==> src/verilog/sfh_pkg.sv <==
// Package for the semaphore flag host controller.
// Assumes one 40 MHz clock and a device with an asynchronous SRAM-style port.
package sfh_pkg;
   localparam int FLAG_COUNT = 8;
   localparam int IDX_W = 3;
   localparam int DATA_W = 16;
   // Strobe timing in ns and derived cycles at 40 MHz
   localparam int CLK_PERIOD_NS = 25;
   localparam int STROBE_NS = 50;
   localparam int GAP_NS = 25;
   localparam int STROBE_CYC = (STROBE_NS + CLK_PERIOD_NS - 1) / CLK_PERIOD_NS;
   localparam int GAP_CYC = (GAP_NS + CLK_PERIOD_NS - 1) / CLK_PERIOD_NS;
   localparam logic [3:0] CNT_RESET = 4'h0;
   localparam logic [IDX_W-1:0] IDX_RESET = 3'h0;

   typedef enum logic [1:0] {
      SFH_CMD_CLAIM,
      SFH_CMD_RELEASE,
      SFH_CMD_POLL,
      SFH_CMD_INIT
   } sfh_cmd_t;

   typedef struct packed {
      sfh_cmd_t cmd;
      logic [IDX_W-1:0] index;
   } sfh_req_t;

   typedef struct packed {
      logic flag_space_select_n;
      logic write_n;
      logic output_en_n;
      logic [IDX_W-1:0] flag_index_lines;
      logic [DATA_W-1:0] data_out;
      logic data_oe;
   } sfh_pins_t;
endpackage : sfh_pkg
==> src/verilog/sfh_host.sv <==
// Host controller driving one port of the dual-port semaphore flags.
// Assumes device pins are synchronous to sys_clk; one request at a time.
`timescale 1ns/1ps
module sfh_host (
   input wire logic sys_clk,
   input wire logic rst_n,
   input wire logic req_valid,
   input wire sfh_pkg::sfh_req_t req,
   output logic req_ready,
   output logic done,
   output logic granted,
   output logic init_busy,
   output sfh_pkg::sfh_pins_t pins,
   input wire logic [sfh_pkg::DATA_W-1:0] data_in
);
   // ----------------------------------------------------------------
   // Types and storage
   // ----------------------------------------------------------------
   typedef enum logic [2:0] {
      SFH_IDLE,
      SFH_WRITE,
      SFH_GAP,
      SFH_READ,
      SFH_DONE
   } sfh_state_t;

   sfh_state_t state, next_state;
   logic [3:0] cnt, next_cnt;
   logic [sfh_pkg::IDX_W-1:0] idx, next_idx;
   logic wr_bit, next_wr_bit;
   logic do_read, next_do_read;
   logic init_mode, next_init_mode;
   logic next_done, next_granted, next_req_ready, next_init_busy;
   sfh_pkg::sfh_pins_t next_pins;
   logic take;

   // ----------------------------------------------------------------
   // Decoding helpers
   // ----------------------------------------------------------------
   // Pin word for one phase; deselected strobes idle high
   function automatic sfh_pkg::sfh_pins_t pin_drive(
      input logic sel,
      input logic wr,
      input logic rd,
      input logic [sfh_pkg::IDX_W-1:0] i,
      input logic b
   );
      sfh_pkg::sfh_pins_t p;
      p.flag_space_select_n = ~sel;
      p.write_n = ~wr;
      p.output_en_n = ~rd;
      p.flag_index_lines = i;
      p.data_out = {sfh_pkg::DATA_W{b}};
      p.data_oe = wr;
      return p;
   endfunction : pin_drive

   // Last cycle of a select strobe
   function automatic logic strobe_end(input logic [3:0] c);
      return c == 4'(sfh_pkg::STROBE_CYC - 1);
   endfunction : strobe_end

   // ----------------------------------------------------------------
   // Sequencer
   // ----------------------------------------------------------------
   assign take = req_valid && req_ready;

   always_comb begin
      next_state = state;
      next_cnt = cnt;
      next_idx = idx;
      next_wr_bit = wr_bit;
      next_do_read = do_read;
      next_init_mode = init_mode;
      case (state)
         SFH_IDLE: begin
            if (init_mode) begin
               // Free every flag from this side
               next_wr_bit = 1'b1;
               next_do_read = 1'b0;
               next_cnt = sfh_pkg::CNT_RESET;
               next_state = SFH_WRITE;
            end else if (take) begin
               next_idx = req.index;
               next_cnt = sfh_pkg::CNT_RESET;
               case (req.cmd)
                  sfh_pkg::SFH_CMD_CLAIM: begin
                     next_wr_bit = 1'b0;
                     next_do_read = 1'b1;
                     next_state = SFH_WRITE;
                  end
                  sfh_pkg::SFH_CMD_RELEASE: begin
                     next_wr_bit = 1'b1;
                     next_do_read = 1'b0;
                     next_state = SFH_WRITE;
                  end
                  sfh_pkg::SFH_CMD_POLL: begin
                     next_do_read = 1'b1;
                     next_state = SFH_READ;
                  end
                  sfh_pkg::SFH_CMD_INIT: begin
                     next_idx = sfh_pkg::IDX_RESET;
                     next_init_mode = 1'b1;
                  end
                  default: next_state = SFH_IDLE;
               endcase
            end
         end
         SFH_WRITE: begin
            next_cnt = cnt + 4'h1;
            if (strobe_end(cnt)) begin
               next_cnt = sfh_pkg::CNT_RESET;
               next_state = SFH_GAP;
            end
         end
         SFH_GAP: begin
            // Select released so the next read relatches
            next_cnt = cnt + 4'h1;
            if (cnt == 4'(sfh_pkg::GAP_CYC - 1)) begin
               next_cnt = sfh_pkg::CNT_RESET;
               if (do_read) begin
                  next_state = SFH_READ;
               end else if (init_mode && idx != 3'(sfh_pkg::FLAG_COUNT - 1)) begin
                  next_idx = idx + 3'h1;
                  next_state = SFH_WRITE;
               end else begin
                  next_state = SFH_DONE;
               end
            end
         end
         SFH_READ: begin
            next_cnt = cnt + 4'h1;
            if (strobe_end(cnt)) begin
               next_do_read = 1'b0;
               next_cnt = sfh_pkg::CNT_RESET;
               next_state = SFH_GAP;
            end
         end
         SFH_DONE: begin
            next_init_mode = 1'b0;
            next_state = SFH_IDLE;
         end
         default: next_state = SFH_IDLE;
      endcase
   end

   // ----------------------------------------------------------------
   // Host outputs and pins
   // ----------------------------------------------------------------
   always_comb begin
      next_done = 1'b0;
      next_granted = granted;
      next_req_ready = 1'b0;
      next_init_busy = next_init_mode;
      next_pins = pin_drive(1'b0, 1'b0, 1'b0, idx, 1'b1);
      case (state)
         SFH_IDLE: begin
            // Ready drops on the edge that takes a request
            next_req_ready = !init_mode && !take;
         end
         SFH_WRITE: begin
            next_pins = pin_drive(1'b1, 1'b1, 1'b0, idx, wr_bit);
         end
         SFH_READ: begin
            next_pins = pin_drive(1'b1, 1'b0, 1'b1, idx, 1'b1);
            if (strobe_end(cnt)) begin
               // Low on bit zero means this side holds the flag
               next_granted = ~data_in[0];
            end
         end
         SFH_DONE: begin
            next_done = 1'b1;
            next_req_ready = 1'b1;
         end
         default: next_done = 1'b0;
      endcase
   end

   // ----------------------------------------------------------------
   // Registers
   // ----------------------------------------------------------------
   always_ff @(posedge sys_clk or negedge rst_n) begin
      if (!rst_n) begin
         state <= SFH_IDLE;
         cnt <= sfh_pkg::CNT_RESET;
         idx <= sfh_pkg::IDX_RESET;
         wr_bit <= 1'b1;
         do_read <= 1'b0;
         // Latches start unknown, so sweep on leaving reset
         init_mode <= 1'b1;
      end else begin
         state <= next_state;
         cnt <= next_cnt;
         idx <= next_idx;
         wr_bit <= next_wr_bit;
         do_read <= next_do_read;
         init_mode <= next_init_mode;
      end
   end

   always_ff @(posedge sys_clk or negedge rst_n) begin
      if (!rst_n) begin
         done <= 1'b0;
         granted <= 1'b0;
         req_ready <= 1'b0;
         init_busy <= 1'b1;
         pins <= pin_drive(1'b0, 1'b0, 1'b0, sfh_pkg::IDX_RESET, 1'b1);
      end else begin
         done <= next_done;
         granted <= next_granted;
         req_ready <= next_req_ready;
         init_busy <= next_init_busy;
         pins <= next_pins;
      end
   end
endmodule : sfh_host

==> config.mk <==
export PLATFORM = sky130hd
export DESIGN_NAME = sfh_host
export DESIGN_NICKNAME = d
export VERILOG_FILES = /design/src/verilog/sfh_pkg.sv /design/src/verilog/sfh_host.sv
export SDC_FILE = /design/constraint.sdc
export NUM_CORES = 1
export LEC_CHECK = 0
export BUFFER_PORTS_ARGS = -buffer_cell sky130_fd_sc_hd__buf_4
export CORE_MARGIN = 2
export CORE_UTILIZATION = 45
export CTS_CLUSTER_DIAMETER = 120
export DETAILED_ROUTE_END_ITERATION = 6
export PLACE_DENSITY = 0.72
export SLEW_MARGIN = 20
export SYNTH_ARGS = -nofsm -noshare
export SYNTH_HDL_FRONTEND = slang
export SYNTH_SLANG_ARGS = --single-unit
==> constraint.sdc <==
create_clock -name sys_clk -period 2.8 [get_ports sys_clk]
set_clock_uncertainty 0.2 [all_clocks]
set_input_delay 0.28 -clock sys_clk [delete_from_list [all_inputs] [get_ports sys_clk]]
set_output_delay 0.28 -clock sys_clk [all_outputs]
set_load 0.05 [all_outputs]
## Yosys cells after proc, flatten, opt, wreduce, memory -nomap -nowiden

Index checks and enable logic that the tools add are counted.

| storage, ports and cells | value |
|---|---|
| flip-flop bits (word level) | 39 |
| input bits | 24 |

| cells by class | value |
|---|---|
| bitwise gates (word level) | 1 |
| reductions and logical operators | 23 |
| eq/ne operators | 19 |
| mux-type cells | 35 |
| add/subtract/negate cells | 2 |

Operators with widths:

| cell | number |
|---|---|
| case mux 23 bit (2 select lines) | 1 |
| 2-to-1 mux 3 bit | 12 |
| 2-to-1 mux 4 bit | 4 |
| != test 2 bit, second input constant | 6 |
| case mux 3 bit (2 select lines) | 2 |
| case mux 4 bit (3 select lines) | 1 |
| case mux 1 bit (2 select lines) | 5 |
| 2-to-1 mux 1 bit | 9 |
| case mux 3 bit (3 select lines) | 1 |
| != test 4 x 3 -> 1 bit, second input constant | 2 |
| AND reduction 4 bit | 2 |
| nonzero test 2 bit | 4 |
| == test 3 x 2 -> 1 bit, second input constant | 2 |
| != test 3 bit, second input constant | 2 |
| AND reduction 6 bit | 1 |
| nonzero test 3 bit | 2 |
| OR reduction 2 bit | 3 |
| adder 4 x 1 -> 4 bit, second input constant | 1 |
| == test 2 bit, second input constant | 2 |
| == test 4 x 1 -> 1 bit, second input constant | 1 |
| logical NOT 4 bit | 1 |
| AND reduction 2 bit | 2 |
| adder 3 x 1 -> 3 bit, second input constant | 1 |
| == test 3 x 1 -> 1 bit, second input constant | 1 |
| 9 further kinds | 12 |

## Depth between registers and ports, before layout

| depth | value |
|---|---|
| word-level depth | 6 |
| depth in mapped cells | 6 |
| gate-level depth less buffers | 6 |

## Least setup slack after synthesis

No wires, ideal clock.

| timing | value |
|---|---|
| kind | register to register |
| start point | reg cnt[0] |
| end point | reg idx[0] in the netlist's numbering |
| stages on the path, launching flop included | 7 |
| slack | 0.568 ns |
| required time | 2.472 ns |
| arrival time | 1.905 ns |
| cells stage by stage | dfrtp_1 > inv_1 > ha_1 > or3b_1 > o41a_1 > nor3_4 > mux2_1 |

| on the way | value |
|---|---|
| longest elaborated chain between the ends | 3 |

Ends and longest elaborated chain:

| item | line | text |
|---|---|---|
| start, declared | sfh_host.sv:28 | `logic [3:0] cnt, next_cnt;` |
| start signal, assigned | sfh_host.sv:185 | `cnt <= sfh_pkg::CNT_RESET;` |
| start signal, assigned | sfh_host.sv:193 | `cnt <= next_cnt;` |
| logical NOT 4 bit | sfh_host.sv:119 | `if (cnt == 4'(sfh_pkg::GAP_CYC - 1)) begin` |
| != test 2 bit (no line) | - |  |
| AND reduction 6 bit (no line) | - |  |
| end signal, assigned | sfh_host.sv:186 | `idx <= sfh_pkg::IDX_RESET;` |
| end signal, assigned | sfh_host.sv:194 | `idx <= next_idx;` |
| end, declared | sfh_host.sv:29 | `logic [sfh_pkg::IDX_W-1:0] idx, next_idx;` |

Every way passes these cells.
A chain may end at the register's enable or synchronous reset.

## Worst setup path in the final report

Same ends and word-level chain as after synthesis.

==> impl_metrics.csv <==
group,metric,value,unit
drt,vias,951,
place,place_congestion,0.861,
critical_path,critical_path_class,"register to register",
global_routing,use_met2,29.4,%
min_path,hp-class,"input pin to register",
clock_tree,clk_pin_slew,0.14,ns
timing,drv_slew,0,
yosys,synth-simple-area-share,18.3,%
timing,timing.final.crit_share,85.6,%
clock_tree,cts_tree,"yes",
min_path,holdCritStartpoint,"req[3]",
yosys,ys_warn_count,0,
critical_path,cp-end-kind,"register",
global_routing,grtUsageMet1,19.2,%
final_layout,syn_to_final_growth,20.1,%
global_routing,grt_pass1_wl,4170,um
timing,setup_viol,0,
drt,first_iter_violations,16,
yosys,synth_seq_cells,24,
flow_run,maxCapViolCount,0,
critical_path,crit_fanout,5,
global_routing,busiest_layer,"met2",
critical_path,crit_path_start,"cnt[0]",
final_layout,fillers,234,
yosys,synth_top_family_by_area,"simple AND/OR/NAND/NOR gates",
yosys,synth_fp_nets,154,
drt,vias_per_cell,5.34,
critical_path,crit_end,"idx[0]",
critical_path,reg2reg_from,"cnt[0]",
yosys,avgSynthCellArea,10.2,um2
place,port_buffers,35,
drt,routed_wl,2380,um
final_layout,final_nets,178,
timing,finalHoldViolCount,0,
final_layout,drive_gt1_share,33.3,%
clock_tree,clockBufferDepth,2,
global_routing,grt_overflow,0,
yosys,yosysSeqAreaShare,48.0,%
die,ios,51,
die,dieArea,3250,um2
timing,max_slew_margin,73.6,%
die,start_util,46.7,%
timing,grt_setup_unrepaired,"false",
die,core-area,2710,um2
timing,finalSetupTns,0,ns
drt,drt_first_pass_iters,4,
clock_tree,cts-htree-levels,1,
yosys,synth-xor-area-share,0,%
die,die_y,57.0,um
die,die_w,57.0,um
outcome,status,"complete, no violations",
global_routing,grt_pass1_vias,945,
yosys,synth_compound_area_share,11.1,%
clock_tree,numCtsBuffers,3,
final_layout,post-route-util,56.1,%
critical_path,reg2reg_slack,0.40,ns
critical_path,reg2reg_depth,6,
critical_path,startpoint_type,"register",
global_routing,gr-usage-met3,2.72,%
drt,postRouteAntennaNets,0,
critical_path,cp_data_required_time,2.82,ns
timing,fmax,417,MHz
critical_path,worstReg2RegEnd,"idx[0]",
yosys,synthAdderAreaFrac,5.93,%
drt,routedWlPerCell,13.4,um
clock_tree,cts-root-buf,"clkbuf_4",
global_routing,grtUsageTotal,16.2,%
drt,post-route-drc-count,0,
die,num_rows,19,
yosys,muxShareOfSynthArea,5.14,%
final_layout,n_antenna_cell,0,
yosys,syn_inst,124,
timing,worst_pin_slew,0.395,ns
timing,period_needed,2.40,ns
global_routing,grt_max_degree,25,
critical_path,arrival,2.42,ns
global_routing,grt_antenna_before_repair,0,
yosys,yosysUniqueCellTypes,36,
place,dp_hpwl,1830,um
clock_tree,cts.repair.resized,0,
clock_tree,insertion_delay,0.32,ns
yosys,syn_area,1270,um2
clock_tree,cts.sink_count,24,
-- critical path, stage by stage (launching register included) --
cell and delay, ns:
dfrtp_1 0.46, inv_1 0.11, ha_1 0.14, or3b_1 0.42, o41a_1 0.43, nor3_4 0.19, mux2_1 0.35
-- cell usage after synthesis --
master    number  area (um2)
buf_4         15         113
nor2_1         8        30.0
mux2_2         1        11.3
nor4_1         2        12.5
mux2_1         3        33.8
o41a_1         1        11.3
and2_1         1        6.26
inv_1          4        15.0
or3_1          2        12.5
nor3_1         2        10.0
nor2b_1        2        12.5
nand3b_1       1        7.51
a21oi_1        3        15.0
inv_2          1        3.75
dfrtp_1       18         450
nand2_1       13        48.8
or4bb_1        1        11.3
ha_1           6        75.1
a31oi_1        2        12.5
o21a_1         2        15.0
a22oi_1        1        7.51
clkbuf_1       4        15.0
nor3_4         1        16.3
o21ai_0        7        35.0
nand3_1        1        5.00
nand4_1        1        6.26
or3b_1         2        17.5
nand2b_1       1        6.26
a21o_1         2        15.0
and3_1         1        6.26
o21ai_1        2        10.0
o32a_1         1        10.0
dfstp_2        6         158
mux2i_1        2        20.0
nor3b_1        3        22.5
o221ai_1       1        8.76
-- through the flow --
step           cells  worst slack [ns]  hold slack (ns)  cell area, um2
4_1_cts          178             0.405           0.0314            1520
6_report         178             0.403           0.0433            1520
2_1_floorplan    124             0.568           -0.216            1270
5_1_grt          178             0.291           0.0685            1520
3_3_place_gp     172             0.479         -0.00830            1450
3_5_place_dp     172             0.424         -0.00554            1450
-- registers in the layout, summed over array words and instances (netlist names) --
signal     flops
granted        1
state          3
wr_bit         1
pins           8
req_ready      1
done           1
init_busy      1
cnt            4
do_read        1
idx            3
-- area by class of cell --
type | instances | area (um2) | share of cell area (%)
clock inverter | 1 | 30.0 | 1.98
tap | 31 | 38.8 | 2.55
timing repair buffer | 38 | 290 | 19.1
sequential | 24 | 608 | 40.0
clock buffer | 3 | 22.5 | 1.48
inverter | 5 | 18.8 | 1.23
multi-input combinational | 76 | 512 | 33.7
-- timing repair --
action	in CTS	in global routing
hold endpoints to repair	25	0
buffers inserted	0	0
hold buffers	2	0
-- worst min-delay path by stage --
| stage | to | slack, ns | cells after the start |
|---|---|---|---|
| 6_report | do_read | 0.04 | 4 |
| 5_1_grt | do_read | 0.07 | 4 |
| 3_3_place_gp | pins[17] | -0.008 | 1 |
| 3_5_place_dp | pins[19] | -0.006 | 1 |
| 2_1_floorplan | cnt[0] | -0.22 | 0 |
| 4_1_cts | do_read | 0.03 | 4 |
-- routing by layer --
layer,up-vias,wire length (um)
li1,462,-
met1,465,974
met2,18,1280
met3,6,76
met4,0,49
met5,-,0
-- placed cells by master, fill, tap and decap left out, types with 3 or more instances in the layout --
master / Yosys / layout
a21oi_1: 3 / 3
buf_4: 15 / 36
clkbuf_4: 0 / 3
dfrtp_1: 18 / 18
dfstp_2: 6 / 6
ha_1: 6 / 6
inv_1: 4 / 4
mux2_1: 3 / 3
nand2_1: 13 / 13
nor2_1: 8 / 8
nor3b_1: 3 / 3
o21ai_0: 7 / 7
-- cell families (layout without fill, tap and decap cells) --
kind of cell	count (synthesis)	after routing
simple gates	42	42
flops	24	24
buf+inv	24	47
compound gates	22	22
fa+ha+maj	6	6
mux	6	6
Power is left out: the tool's default activity adds up to more than one toggle a clock period on the data nets, which glitch-free logic cannot reach.
